File: src/shared/mdp_diag_defs.vh
// Constants for the memory data path error injection and capture block.
// Assumes inclusion by bare name from the design files.
`ifndef MDP_DIAG_DEFS_VH
`define MDP_DIAG_DEFS_VH

// Local bus window and register offsets within the utilities block.
`define LB_WIN_LO         20'hFF000
`define LB_WIN_HI         20'hFFFFF
`define LB_OFS_INJ_HIGH   20'hFF000
`define LB_OFS_INJ_LOW    20'hFF004
`define LB_OFS_INJ_PAR    20'hFF008
`define LB_OFS_CAP_HIGH   20'hFF00C
`define LB_OFS_CAP_LOW    20'hFF010
`define LB_OFS_CAP_PAR    20'hFF014

// PCI peripheral register window and offsets.
`define PCI_WIN_LO        12'hF00
`define PCI_WIN_HI        12'hFFF
`define PCI_OFS_INJ_HIGH  12'hF00
`define PCI_OFS_INJ_LOW   12'hF04
`define PCI_OFS_INJ_PAR   12'hF08
`define PCI_OFS_CAP_HIGH  12'hF0C
`define PCI_OFS_CAP_LOW   12'hF10
`define PCI_OFS_CAP_PAR   12'hF14

// Register selector codes, one-hot.
`define SEL_NONE          6'h00
`define SEL_INJ_HIGH      6'h01
`define SEL_INJ_LOW       6'h02
`define SEL_INJ_PAR       6'h04
`define SEL_CAP_HIGH      6'h08
`define SEL_CAP_LOW       6'h10
`define SEL_CAP_PAR       6'h20

// Field positions.
`define PAR_MSB           7
`define PAR_LSB           0
`define INJ_WR_EN_BIT     8
`define INJ_RD_EN_BIT     9
`define CAP_FLAG_BIT      8

// Reset values.
`define RST_WORD          32'h0000_0000
`define RST_PAR           8'h00

`endif

File: src/core/mdp_error_inject_capture.v
// Memory data path error injection masks and error capture monitors.
// Assumes the ECC/parity checkers supply one-cycle error pulses with the failing word,
// and that the local bus and PCI register ports are synchronous to clk_i.
// Read data, hit flags and the masked paths are combinational; all state is clocked.
`include "mdp_diag_defs.vh"
`default_nettype none

// Notes on behaviour
// RQ1: Every set mask bit inverts its bus bit and clear bits pass the bus unchanged.
// RQ2: There are separate masks for the upper data half, lower data half and parity lanes.
// RQ3: With the read enable bit set, masks alter read data toward the peripheral bus.
// RQ4: With the write enable bit set, masks alter write data toward external memory.
// RQ5: The parity mask sits in bits 7 to 0 of the injection parity register.
// RQ6: The three mask registers are read/write and clear to zero at reset.
// RQ7: Capture loads on read threshold, multi-bit ECC or write parity error.
// RQ8: Loading the monitors sets the capture flag in bit 8 of the capture parity register.
// RQ9: The flag stays set until software writes it to zero.
// RQ10: While the flag is set no monitor changes.
// RQ11: Apart from the flag, the capture monitors ignore software writes.
// RQ12: Capture is split into upper, lower and parity monitors, parity in bits 7 to 0.
// RQ13: The word captured is from whichever path, read or write, carried the error.
// RQ14: Local bus accesses decode in the window 0xFF000 to 0xFFFFF.
// RQ15: PCI accesses decode in the window 0xF00 to 0xFFF with the same layout.
// RQ16: Reserved bits of the two parity registers read as zero and ignore writes.
module mdp_error_inject_capture #(
  parameter DATA_W = 32,
  parameter PAR_W  = 8
) (
  // Clock and reset.
  input  wire              clk_i,
  input  wire              reset_n_i,
  // Local bus register port.
  input  wire              lb_sel_i,
  input  wire              lb_wr_i,
  input  wire [19:0]       lb_offset_i,
  input  wire [3:0]        lb_be_i,
  input  wire [31:0]       lb_wdata_i,
  output wire [31:0]       lb_rdata_o,
  output wire              lb_hit_o,
  // PCI register port.
  input  wire              pci_sel_i,
  input  wire              pci_wr_i,
  input  wire [11:0]       pci_offset_i,
  input  wire [3:0]        pci_be_i,
  input  wire [31:0]       pci_wdata_i,
  output wire [31:0]       pci_rdata_o,
  output wire              pci_hit_o,
  // Read path from memory toward the peripheral logic bus.
  input  wire [DATA_W-1:0] rd_upper_word_bits_i,
  input  wire [DATA_W-1:0] rd_lower_word_bits_i,
  input  wire [PAR_W-1:0]  rd_parity_lane_bits_i,
  output wire [DATA_W-1:0] rd_upper_word_bits_o,
  output wire [DATA_W-1:0] rd_lower_word_bits_o,
  output wire [PAR_W-1:0]  rd_parity_lane_bits_o,
  // Write path toward external memory.
  input  wire [DATA_W-1:0] wr_upper_word_bits_i,
  input  wire [DATA_W-1:0] wr_lower_word_bits_i,
  input  wire [PAR_W-1:0]  wr_parity_lane_bits_i,
  output wire [DATA_W-1:0] wr_upper_word_bits_o,
  output wire [DATA_W-1:0] wr_lower_word_bits_o,
  output wire [PAR_W-1:0]  wr_parity_lane_bits_o,
  // Error events from the detection registers.
  input  wire              err_rd_threshold_i,
  input  wire              err_multi_bit_i,
  input  wire              err_wr_parity_i,
  // Capture flag state.
  output wire              capture_valid_o
);

  reg  [DATA_W-1:0] inj_high_reg;
  reg  [DATA_W-1:0] inj_low_reg;
  reg  [PAR_W-1:0]  inj_par_reg;
  reg               inj_wr_en_reg;
  reg               inj_rd_en_reg;
  reg  [DATA_W-1:0] cap_high_reg;
  reg  [DATA_W-1:0] cap_low_reg;
  reg  [PAR_W-1:0]  cap_par_reg;
  reg               cap_flag_reg;

  wire [5:0]  lb_dec;
  wire [5:0]  pci_dec;
  wire [5:0]  lb_reg_sel;
  wire [5:0]  pci_reg_sel;
  wire        lb_in_win;
  wire        pci_in_win;
  wire        use_pci;
  wire        wr_act;
  wire [5:0]  wr_sel;
  wire [3:0]  wr_be;
  wire [31:0] wr_data;
  wire [31:0] wr_merge_inj_par;
  wire [31:0] wr_merge_cap_par;
  wire        rd_err;
  wire        any_err;
  wire        flag_clear;
  wire        cap_load;
  wire        wr_inj_high;
  wire        wr_inj_low;
  wire        wr_inj_par;
  wire        wr_cap_par;
  wire [31:0] inj_par_word;
  wire [31:0] cap_par_word;

  wire [DATA_W-1:0] rd_mask_high;
  wire [DATA_W-1:0] rd_mask_low;
  wire [PAR_W-1:0]  rd_mask_par;
  wire [DATA_W-1:0] wr_mask_high;
  wire [DATA_W-1:0] wr_mask_low;
  wire [PAR_W-1:0]  wr_mask_par;

  reg  [DATA_W-1:0] inj_high_next;
  reg  [DATA_W-1:0] inj_low_next;
  reg  [PAR_W-1:0]  inj_par_next;
  reg               inj_wr_en_next;
  reg               inj_rd_en_next;
  reg  [DATA_W-1:0] cap_high_next;
  reg  [DATA_W-1:0] cap_low_next;
  reg  [PAR_W-1:0]  cap_par_next;
  reg               cap_flag_next;
  reg  [31:0]       lb_rdata_mux;
  reg  [31:0]       pci_rdata_mux;

  mdp_reg_decode u_lb_dec (
    .lb_offset_i  (lb_offset_i),
    .pci_offset_i (12'h000),
    .use_pci_i    (1'b0),
    .sel_o        (lb_dec)
  );

  mdp_reg_decode u_pci_dec (
    .lb_offset_i  (20'h00000),
    .pci_offset_i (pci_offset_i),
    .use_pci_i    (1'b1),
    .sel_o        (pci_dec)
  );

  // Each window ends at the top of its offset range, so only the lower bound can miss.
  assign lb_in_win   = (lb_offset_i >= `LB_WIN_LO) && (lb_offset_i <= `LB_WIN_HI);   // [RQ14]
  assign pci_in_win  = (pci_offset_i >= `PCI_WIN_LO) && (pci_offset_i <= `PCI_WIN_HI); // [RQ15]
  assign lb_reg_sel  = (lb_sel_i && lb_in_win) ? lb_dec : `SEL_NONE;
  assign pci_reg_sel = (pci_sel_i && pci_in_win) ? pci_dec : `SEL_NONE;
  assign lb_hit_o    = lb_sel_i && lb_in_win;
  assign pci_hit_o   = pci_sel_i && pci_in_win;

  // The local bus wins when both ports write in the same cycle.
  assign use_pci = !(lb_sel_i && lb_wr_i);
  assign wr_act  = (lb_sel_i && lb_wr_i) || (pci_sel_i && pci_wr_i);
  assign wr_sel  = use_pci ? pci_reg_sel : lb_reg_sel;
  assign wr_be   = use_pci ? pci_be_i : lb_be_i;
  assign wr_data = use_pci ? pci_wdata_i : lb_wdata_i;

  // One strobe per writable register, from whichever port owns the write.
  assign wr_inj_high = wr_act && (wr_sel == `SEL_INJ_HIGH);
  assign wr_inj_low  = wr_act && (wr_sel == `SEL_INJ_LOW);
  assign wr_inj_par  = wr_act && (wr_sel == `SEL_INJ_PAR);
  assign wr_cap_par  = wr_act && (wr_sel == `SEL_CAP_PAR);

  // Byte-lane merge for the two registers that accept partial writes.
  assign wr_merge_inj_par = {
    16'h0000,
    wr_be[1] ? wr_data[15:8] : {6'h00, inj_rd_en_reg, inj_wr_en_reg},
    wr_be[0] ? wr_data[7:0]  : inj_par_reg
  };
  assign wr_merge_cap_par = {
    16'h0000,
    wr_be[1] ? wr_data[15:8] : {7'h00, cap_flag_reg},
    8'h00
  };

  // Next values of the mask registers; a write changes only the register it selects.
  always @* begin
    inj_high_next  = inj_high_reg;
    inj_low_next   = inj_low_reg;
    inj_par_next   = inj_par_reg;
    inj_wr_en_next = inj_wr_en_reg;
    inj_rd_en_next = inj_rd_en_reg;
    if (wr_inj_high) begin
      inj_high_next = wr_data[DATA_W-1:0]; // [RQ2]
    end
    if (wr_inj_low) begin
      inj_low_next = wr_data[DATA_W-1:0];
    end
    if (wr_inj_par) begin
      inj_par_next   = wr_merge_inj_par[`PAR_MSB:`PAR_LSB]; // [RQ5]
      inj_wr_en_next = wr_merge_inj_par[`INJ_WR_EN_BIT];
      inj_rd_en_next = wr_merge_inj_par[`INJ_RD_EN_BIT]; // [RQ16]
    end
  end

  // Injection masks and enables.
  always @(posedge clk_i or negedge reset_n_i) begin
    if (!reset_n_i) begin
      inj_high_reg  <= `RST_WORD; // [RQ6]
      inj_low_reg   <= `RST_WORD;
      inj_par_reg   <= `RST_PAR;
      inj_wr_en_reg <= 1'b0;
      inj_rd_en_reg <= 1'b0;
    end else begin
      inj_high_reg  <= inj_high_next;
      inj_low_reg   <= inj_low_next;
      inj_par_reg   <= inj_par_next;
      inj_wr_en_reg <= inj_wr_en_next;
      inj_rd_en_reg <= inj_rd_en_next;
    end
  end

  // Each mask reaches only the path whose enable bit is set.
  assign rd_mask_high = inj_rd_en_reg ? inj_high_reg : {DATA_W{1'b0}}; // [RQ3]
  assign rd_mask_low  = inj_rd_en_reg ? inj_low_reg : {DATA_W{1'b0}};
  assign rd_mask_par  = inj_rd_en_reg ? inj_par_reg : {PAR_W{1'b0}};
  assign wr_mask_high = inj_wr_en_reg ? inj_high_reg : {DATA_W{1'b0}}; // [RQ4]
  assign wr_mask_low  = inj_wr_en_reg ? inj_low_reg : {DATA_W{1'b0}};
  assign wr_mask_par  = inj_wr_en_reg ? inj_par_reg : {PAR_W{1'b0}};

  // Bitwise inversion on each path; a clear mask bit passes its bus bit through.
  assign rd_upper_word_bits_o  = rd_upper_word_bits_i ^ rd_mask_high; // [RQ1]
  assign rd_lower_word_bits_o  = rd_lower_word_bits_i ^ rd_mask_low;
  assign rd_parity_lane_bits_o = rd_parity_lane_bits_i ^ rd_mask_par;
  assign wr_upper_word_bits_o  = wr_upper_word_bits_i ^ wr_mask_high; // [RQ1]
  assign wr_lower_word_bits_o  = wr_lower_word_bits_i ^ wr_mask_low;
  assign wr_parity_lane_bits_o = wr_parity_lane_bits_i ^ wr_mask_par;

  // Capture monitors.
  assign rd_err     = err_rd_threshold_i || err_multi_bit_i;
  assign any_err    = rd_err || err_wr_parity_i; // [RQ7]
  assign cap_load   = any_err && !cap_flag_reg; // [RQ10]
  assign flag_clear = wr_cap_par && !wr_merge_cap_par[`CAP_FLAG_BIT];

  // A read error captures the word as seen on the peripheral side and a write
  // error the word as driven to memory; a read error wins when both arrive.
  // With the flag set, an error arriving together with the clear is not captured.
  always @* begin
    if (rd_err) begin // [RQ13]
      cap_high_next = rd_upper_word_bits_o;
      cap_low_next  = rd_lower_word_bits_o;
      cap_par_next  = rd_parity_lane_bits_o;
    end else begin
      cap_high_next = wr_upper_word_bits_o;
      cap_low_next  = wr_lower_word_bits_o;
      cap_par_next  = wr_parity_lane_bits_o;
    end
    cap_flag_next = cap_flag_reg;
    if (cap_load) begin
      cap_flag_next = 1'b1; // [RQ8]
    end else if (flag_clear) begin
      cap_flag_next = 1'b0; // [RQ9] [RQ11]
    end
  end

  always @(posedge clk_i or negedge reset_n_i) begin
    if (!reset_n_i) begin
      cap_high_reg <= `RST_WORD;
      cap_low_reg  <= `RST_WORD;
      cap_par_reg  <= `RST_PAR;
      cap_flag_reg <= 1'b0;
    end else begin
      if (cap_load) begin
        cap_high_reg <= cap_high_next; // [RQ12]
        cap_low_reg  <= cap_low_next;
        cap_par_reg  <= cap_par_next;
      end
      cap_flag_reg <= cap_flag_next;
    end
  end

  assign capture_valid_o = cap_flag_reg;

  // Read multiplexers; unmapped offsets and reserved bits read zero.
  assign inj_par_word = {22'h0, inj_rd_en_reg, inj_wr_en_reg, inj_par_reg};
  assign cap_par_word = {23'h0, cap_flag_reg, cap_par_reg}; // [RQ16]

  always @* begin
    case (lb_reg_sel)
      `SEL_INJ_HIGH: lb_rdata_mux = inj_high_reg;
      `SEL_INJ_LOW:  lb_rdata_mux = inj_low_reg;
      `SEL_INJ_PAR:  lb_rdata_mux = inj_par_word;
      `SEL_CAP_HIGH: lb_rdata_mux = cap_high_reg;
      `SEL_CAP_LOW:  lb_rdata_mux = cap_low_reg;
      `SEL_CAP_PAR:  lb_rdata_mux = cap_par_word;
      default:       lb_rdata_mux = `RST_WORD;
    endcase
  end

  always @* begin
    case (pci_reg_sel)
      `SEL_INJ_HIGH: pci_rdata_mux = inj_high_reg;
      `SEL_INJ_LOW:  pci_rdata_mux = inj_low_reg;
      `SEL_INJ_PAR:  pci_rdata_mux = inj_par_word;
      `SEL_CAP_HIGH: pci_rdata_mux = cap_high_reg;
      `SEL_CAP_LOW:  pci_rdata_mux = cap_low_reg;
      `SEL_CAP_PAR:  pci_rdata_mux = cap_par_word;
      default:       pci_rdata_mux = `RST_WORD;
    endcase
  end

  assign lb_rdata_o  = lb_rdata_mux;
  assign pci_rdata_o = pci_rdata_mux;

endmodule
`default_nettype wire

File: src/core/mdp_reg_decode.v
// Register decoder for the diagnostic block: maps a byte offset to a one-hot selector.
// Assumes offsets relative to the utilities block base or the PCI register base.
`include "mdp_diag_defs.vh"
`default_nettype none

module mdp_reg_decode (
  // Access offsets.
  input  wire [19:0] lb_offset_i,
  input  wire [11:0] pci_offset_i,
  input  wire        use_pci_i,
  // Decoded selector.
  output reg  [5:0]  sel_o
);

  always @* begin
    sel_o = `SEL_NONE;
    if (use_pci_i) begin
      case (pci_offset_i) // [RQ15]
        `PCI_OFS_INJ_HIGH: sel_o = `SEL_INJ_HIGH;
        `PCI_OFS_INJ_LOW:  sel_o = `SEL_INJ_LOW;
        `PCI_OFS_INJ_PAR:  sel_o = `SEL_INJ_PAR;
        `PCI_OFS_CAP_HIGH: sel_o = `SEL_CAP_HIGH;
        `PCI_OFS_CAP_LOW:  sel_o = `SEL_CAP_LOW;
        `PCI_OFS_CAP_PAR:  sel_o = `SEL_CAP_PAR;
        default:           sel_o = `SEL_NONE;
      endcase
    end else begin
      case (lb_offset_i) // [RQ14]
        `LB_OFS_INJ_HIGH: sel_o = `SEL_INJ_HIGH;
        `LB_OFS_INJ_LOW:  sel_o = `SEL_INJ_LOW;
        `LB_OFS_INJ_PAR:  sel_o = `SEL_INJ_PAR;
        `LB_OFS_CAP_HIGH: sel_o = `SEL_CAP_HIGH;
        `LB_OFS_CAP_LOW:  sel_o = `SEL_CAP_LOW;
        `LB_OFS_CAP_PAR:  sel_o = `SEL_CAP_PAR;
        default:          sel_o = `SEL_NONE;
      endcase
    end
  end

endmodule
`default_nettype wire

File: config.mk
export PLATFORM = sky130hd
export DESIGN_NAME = mdp_error_inject_capture
export DESIGN_NICKNAME = d
export VERILOG_FILES = /design/src/core/mdp_error_inject_capture.v /design/src/core/mdp_reg_decode.v
export VERILOG_INCLUDE_DIRS = /design/src /design/src/shared
export SDC_FILE = /design/constraint.sdc
export NUM_CORES = 1
export LEC_CHECK = 0
export BUFFER_PORTS_ARGS = -buffer_cell sky130_fd_sc_hd__buf_2
export CORE_AREA = 2 2 182 184
export DETAILED_ROUTE_END_ITERATION = 8
export DIE_AREA = 0 0 184 186
export PLACE_DENSITY = 0.73
export REMOVE_ABC_BUFFERS = 1
export SLEW_MARGIN = 20
export SYNTH_ARGS = -nofsm -noshare
export SYNTH_HDL_FRONTEND = slang
export SYNTH_SLANG_ARGS = --single-unit
File: constraint.sdc
create_clock -name clk_i -period 3 [get_ports clk_i]
set_clock_uncertainty 0.2 [all_clocks]
set_input_delay 0.6 -clock clk_i [delete_from_list [all_inputs] [get_ports clk_i]]
set_output_delay 0.6 -clock clk_i [all_outputs]
set_load 0.02 [all_outputs]
==> impl_results.md, run 1 <==
- Clock power share: 0.394
- Die ar.: 34,200 µm²
- DP Wirelength: 32.3 mm
- Internal: 3790 µW
- Vias after detailed routing: 11,600
- Yosys warning total: 0
- NetSw: 1620 µW
- Max-Cap Viols: 0
- Initial Util: 0.344
- Syn-to-layout area delta: 44.9%
- Post-detailed-route wirelength per cell: 22.7 µm
- Max IR drop VDD: 0.342 mV
- Yosys reg bits: 147
- Tot GR Track Use: 0.263
- RSZ-0062 raised after global routing: true
- CP Max Fanout: 21
- CTS tree: built
- Min-Delay Endpoint: cap_high_reg[1]$_DFFE_PN0P_
- Fillers: 2,939
- # setup viols final: 133
- Worst-Margin Slew: 637 ps
- Hold Crit Class: flip-flop to flip-flop
- Number of flops mapped to enable cells by yosys: 0
- Count of different cell masters after synthesis: 46
- Critical R2R Launch: inj_wr_en_reg$_DFFE_PN0P_
- Hold Crit Depth: 2
- Nets@finish: 1,910
- Clock Sinks: 147
- Register area: 3680 µm²
- Reg2reg setup slack: 980 ps
- Post-synthesis sequential area ratio: 0.332
- Required time of the critical path: 2200 ps
- Die Y: 186 µm
- Syn_area_per_cell: 9.41 µm²
- Total gr overflow: 0
- Final Total Pwr: 5410 µW
- Fin crit share: 1.13
- Gpl congestion: 0.855
- TritonRoute pass-1 iters: 5
- PwrDens: 337 nW/µm²
- Pin count of the biggest net entering global routing: 146
- Ports: 468
- Synthesized cell area: 11,100 µm²
- Leakage power: 0.00755 µW
- DR DRC count: 0
- Finished Cell Area: 16,000 µm²
- Clk_lat worst skew: 410 ps
- Status: complete, but fails checks
- Core Util, Final: 0.498
- Row count: 66
- Failing checks: setup timing
- CP Launch Type: input port
- Number of port buffers: 463
- Cell area after placement: 14,300 µm²
- Reg2Reg Depth: 5
- Sw Share: 0.299
- Drt initial violations: 703
- Setup_tns: -26,220 ps
- Multi-input gate area: 7270 µm²
- Slew Limit Fails: 0
- Seq pwr share: 0.403
- Die Width: 184 µm
- Core area: 32,200 µm²
- Clock Pin Slew Worst Setup and Hold Paths: 70 ps
- Vias in the first global route: 11,600
- Routed WL: 47.0 mm
- Clock root cell: clkbuf_16
- Hold_ws: 308 ps
- F_max: 295 MHz
- Fraction of registers with async set/reset: 1.00
- Reg2reg end: cap_low_reg[21]$_DFFE_PN0P_
- Hold Startpoint: cap_high_reg[1]$_DFFE_PN0P_
- Detailed-route vias per instance: 5.58
- Nature of the critical path endpoint: output pin
- Post-Synthesis Cells: 1,177
- CTS buffer count: 17
- Most used DFF post-synth: dfrtp_1
- Critical setup path kind: input port to output pin
- CP Data Arrival Time: 2590 ps
- Clock buffer depth: 2
- Worst slew margin: 0.576
- CTS HTree Levels: 4
- Gate power share: 0.203
- Initial antenna violation count: 2
- Minimum clock period: 3390 ps
- DRT antenna net count: 0
- Final hold viol count: 0
- Setup ws final: -394 ps
- Layout cells sized above 1: 0.462
- First-pass GRT wire length: 68.1 mm
[placed cells by master, fill, tap and decap left out, types with 5 or more instances in the layout]
master / instances
buf_12: 32
nand4_1: 24
nand2_1: 232
nor2_1: 24
and3_1: 9
mux2_4: 21
a221o_1: 43
a21oi_1: 10
o21ai_0: 73
a22oi_1: 30
buf_4: 41
mux2i_1: 82
clkbuf_16: 22
mux2_2: 121
mux2_1: 5
xnor2_1: 142
nor2b_4: 9
buf_6: 75
and4_1: 24
o2111ai_4: 8
buf_2: 396
nand3_1: 19
o221ai_1: 9
dfrtp_1: 145
[how the worst max path moves through the flow]
stage	end	startpoint	slack [ps]
5_1_grt	pci_rdata_o[23]	pci_offset_i[0]	-410
4_1_cts	pci_rdata_o[23]	pci_offset_i[0]	-300
3_3_place_gp	lb_rdata_o[23]	lb_offset_i[8]	-350
6_report	pci_rdata_o[23]	pci_offset_i[0]	-390
3_5_place_dp	lb_rdata_o[23]	lb_offset_i[8]	-380
2_1_floorplan	cap_high_reg[0]$_DFFE_PN0P_	err_multi_bit_i	-3940
[cells in the mapped netlist (all sizes together) (3+ instances only)]
cell type  instances  area (µm²)
mux2             147        1730
and3              10        62.6
a21oi             10        50.1
nand2            234         878
nand4             24         150
a221o             43         430
mux2i             82         821
o21ai             73         365
dfrtp            147        3680
nor2b             10        62.6
a22oi             30         225
nor2              26         100
xnor2            144        1260
or3                3        18.8
buf               33         198
and4              24         210
nor3               7        40.0
nand3             19        95.1
or4                3        30.0
o2111ai            9        78.8
o221ai             9        78.8
clkbuf            64         240
o32ai              5         100
[power groups by stage]
| stage | Clock, µW | Sequential (µW) | Combinational [µW] |
|---|---|---|---|
| detailed placement | 0 | 2220 | 1070 |
| finish | 2130 | 2180 | 1100 |
| CTS | 2180 | 2180 | 1080 |
| floorplan | 0 | 2190 | 549 |
| global placement | 0 | 2210 | 1050 |
| global route | 2270 | 2200 | 1180 |
[layer usage]
metal,vias up,part of all wire,routed length (µm),track usage
li1,5196,-,-,-
met1,5604,0.40,18800,0.314
met2,656,0.48,22600,0.452
met3,109,0.080,3750,0.0616
met4,2,0.039,1820,0.118
met5,-,0.00032,15,0
[logic make-up after synthesis]
family,count (synthesis),synth area share
muxes,230,0.232
DFF,147,0.332
buffers and inverters,99,0.0402
and+or+nand+nor,374,0.159
AOI/OAI and AO/OA,183,0.123
xor gates and xnor gates,144,0.114
[timing repair]
| item | in CTS | in global routing |
|---|---|---|
| buffers inserted | 12 | 9 |
| gates cloned | 3 | 5 |
| setup endpoints to repair | 64 | 99 |
| hold buffers | 1 | 0 |
| endpoints found under the hold margin | 13 | 0 |
| pin swaps | 19 | 24 |
| resized for setup | 171 | 28 |
[worst max-delay path, stage by stage]
cell and delay [ps]:
buf_6 90, or4_1 520, or4_4 490, nor3_4 220, buf_12 200, a221o_1 290, buf_6 150
[final cells by class]
type,instances,share of cell area
diodes,1,0.000156
inverters,2,0.000468
clock buffers,18,0.0267
repair buffers,554,0.250
well taps,408,0.0318
flip-flops and latches,147,0.230
clock inverters,12,0.00811
multi-input cells,931,0.453
[through the flow]
stage | worst slack (ps) | std cells
3_3_place_gp | -354 | 2016
6_report | -394 | 2073
5_1_grt | -407 | 2073
4_1_cts | -297 | 2061
2_1_floorplan | -3940 | 1080
3_5_place_dp | -377 | 2016
(Power assumes the default switching activity.)
==> run 2, diff against run 1 <==
--- a/config.mk
+++ b/config.mk
@@ -7,10 +7,10 @@
 export NUM_CORES = 1
 export LEC_CHECK = 0
 export BUFFER_PORTS_ARGS = -buffer_cell sky130_fd_sc_hd__buf_2
-export CORE_AREA = 2 2 182 184
+export CORE_AREA = 2 2 180 182
 export DETAILED_ROUTE_END_ITERATION = 8
-export DIE_AREA = 0 0 184 186
-export PLACE_DENSITY = 0.73
+export DIE_AREA = 0 0 182 184
+export PLACE_DENSITY = 0.74
 export REMOVE_ABC_BUFFERS = 1
 export SLEW_MARGIN = 20
 export SYNTH_ARGS = -nofsm -noshare
==> run 2 against run 1 <==
The run still ends with setup timing left. Worst hold slack worse by 3.3 ps. Non-clock buffer count is 10 lower. First-iteration DRC count is 7.3% lower. Final cell count is 0.63% lower. Design area is 1.3% lower. Worst setup slack better by 92 ps. Fmax is 2.8% higher. Critical path type unchanged. Largest power group unchanged.
==> impl_results.md, run 2 (synthesis results as in run 1) <==
- Instance count on the critical path: 8 (+1)
- Fin crit share: 1.10 (-0.0306)
- Detailed-route vias per instance: 5.56 (-0.32%)
- Sw Share: 0.316 (+0.0170)
- Post-detailed-route wirelength per cell: 22.6 µm (-0.44%)
- Die Y: 184 µm (-1.1%)
- Pin count of the biggest net entering global routing: 83 (-43%)
- Clock buffer depth: 2 (unchanged)
- TritonRoute pass-1 iters: 5 (unchanged)
- Max-Cap Viols: 0 (unchanged)
- RSZ-0062 raised after global routing: true
- Clock Pin Slew Worst Setup and Hold Paths: 70 ps (about the same)
- Slew Limit Fails: 0 (unchanged)
- Gate power share: 0.203 (about the same)
- Nets@finish: 1,900 (-0.52%)
- Reg2Reg Depth: 5 (unchanged)
- Vias in the first global route: 11,500 (-1.0%)
- Nature of the critical path endpoint: output pin
- Worst slew margin: 0.639 (+0.0633)
- NetSw: 1690 µW (+4.8%)
- Pre-CTS setup slack: -372 ps (+5.70 ps)
- Failing checks: setup timing
- Drt initial violations: 652 (-7.3%)
- CP Launch Type: input port
- Clock Sinks: 147 (unchanged)
- Seq pwr share: 0.407 (+0.004)
- Critical path buffers and inverters: 4 (+1)
- Hold Crit Depth: 2 (unchanged)
- Cell count after placement: 2,004 (-0.60%)
- Hold Crit Class: flip-flop to flip-flop
- CP Max Fanout: 5 (-76%)
- Initial antenna violation count: 3 (+1)
- Fillers: 2,810 (-4.4%)
- Final hold viol count: 0 (unchanged)
- Setup_tns: -13,000 ps (+13,220 ps)
- Initial Util: 0.353 (+0.00891)
- Clock root cell: clkbuf_16
- Vias after detailed routing: 11,500 (-0.94%)
- Multi-input gate area: 7220 µm² (-0.64%)
- Family with the most delay on the worst path: simple AND/OR/NAND/NOR gates
- Leakage power: 0.00746 µW (-1.1%)
- Clk_lat worst skew: 420 ps (about the same)
- Non-Filler Instances: 2,060 (-0.63%)
- Gpl congestion: 0.900 (+5.2%)
- Row count: 65 (-1.5%)
- Minimum clock period: 3300 ps (-91.8 ps)
- Slowest-stage cell, CP: or4_4
- Ports: 468 (unchanged)
- DR DRC count: 0 (unchanged)
- Commonest cells after routing, fill and taps aside: buf_2, nand2_1, dfrtp_1, xnor2_1, mux2_2
- Critical path cell sequence: buf_6 -> or4_4 -> or4_4 -> nor2_4 -> buf_12 -> clkbuf_16 -> a221o_1 -> buf_6
- Critical setup path kind: input port to output pin
- Routed WL: 46.5 mm (-1.1%)
- Internal: 3670 µW (-3.2%)
- CP Data Arrival Time: 2500 ps (-90 ps)
- Layout cells sized above 1: 0.455 (-0.00683)
- Tot GR Track Use: 0.269 (+0.00610)
- CTS tree: built
- DRT antenna net count: 0 (unchanged)
- F_max: 303 MHz (+2.8%)
- Required time of the critical path: 2200 ps (about the same)
- Core Util, Final: 0.504 (+0.00606)
- Max IR drop VDD: 0.355 mV (+3.8%)
- Worst-Margin Slew: 538 ps (-98.8 ps)
- PwrDens: 339 nW/µm² (+0.52%)
- Commonest non-fill, non-tap cell in the layout: buf_2
- CP max stage delay: 530 ps (about the same)
- Number of port buffers: 463 (unchanged)
- # setup viols final: 64 (-52%)
- Syn-to-layout area delta: 42.9%
- Clock power share: 0.390 (-0.004)
- Core area: 31,400 µm² (-2.5%)
- CTS buffer count: 17 (unchanged)
- Status: complete, but fails checks
- Die ar.: 33,500 µm² (-2.2%)
- Die Width: 182 µm (-1.1%)
- DP Wirelength: 32.8 mm (+1.8%)
- Register area: 3680 µm² (about the same)
- CTS HTree Levels: 4 (unchanged)
- Final Total Pwr: 5370 µW (-0.83%)
- First-pass GRT wire length: 68.4 mm (+0.50%)
- Total gr overflow: 0 (unchanged)
- Setup ws final: -302 ps (+91.8 ps)
[run 2: power groups by stage]
stage	Combinational, µW	Sequential [µW]	Clock (µW)
after detailed placement	1070	2220	0
after global routing	1170	2200	2230
after floorplan	549	2190	0
after global placement	1050	2210	0
after CTS	1080	2180	2140
final	1090	2180	2100
[run 2: cell type report]
cell class	count	area share
Inverter	2	0.000474
Tap cell	402	0.0318
Antenna cell	2	0.000316
Clock buffer	18	0.0277
Timing Repair Buffer	544	0.244
Clock inverter	14	0.00735
Multi-Input combinational cell	931	0.456
Sequential cell	147	0.232
[run 2: per-stage QoR]
| stage | hold WS, ps | cell area (µm²) |
|---|---|---|
| global placement | 275 | 14200 |
| CTS | 301 | 15700 |
| finish | 304 | 15800 |
| detailed placement | 291 | 14200 |
| floorplan | 104 | 10600 |
| global route | 307 | 15800 |
[run 2: final timing paths]
kind / startpoint / endpoint / slack [ps]
hold / removal: cap_high_reg[0]$_DFFE_PN0P_ / cap_high_reg[0]$_DFFE_PN0P_ / 300
setup reg to reg: inj_wr_en_reg$_DFFE_PN0P_ / cap_high_reg[19]$_DFFE_PN0P_ / 1050
min in group asynchronous: reset_n_i / inj_par_reg[3]$_DFFE_PN0P_ / 490
hold reg to reg: cap_high_reg[0]$_DFFE_PN0P_ / cap_high_reg[0]$_DFFE_PN0P_ / 300
max in group asynchronous: reset_n_i / cap_high_reg[29]$_DFFE_PN0P_ / 1400
setup / recovery: pci_offset_i[0] / pci_rdata_o[26] / -300
[run 2: repair_timing]
| item | CTS | global route |
|---|---|---|
| endpoints found under the setup margin | 64 | 64 |
| setup buffers | 10 | 2 |
| gates resized for setup | 148 | 27 |
| hold buffers | 1 | 0 |
| gates cloned | 10 | 3 |
| pin swaps | 27 | 17 |
| hold endpoints to repair | 46 | 0 |
[run 2: metal layers]
layer  track usage  up-vias  part of all wire
met3        0.0497      133             0.070
met1         0.319     5507              0.39
met4         0.115        4             0.043
met2         0.479      628              0.50
li1              -     5186                 -
met5             0        -           0.00062
[run 2: worst min-delay path, delay by kind of cell (launching register included)]
family	cells	cell delay [ps]
DFF	1	360
AOI/OAI and AO/OA	1	60
and+or+nand+nor	1	50
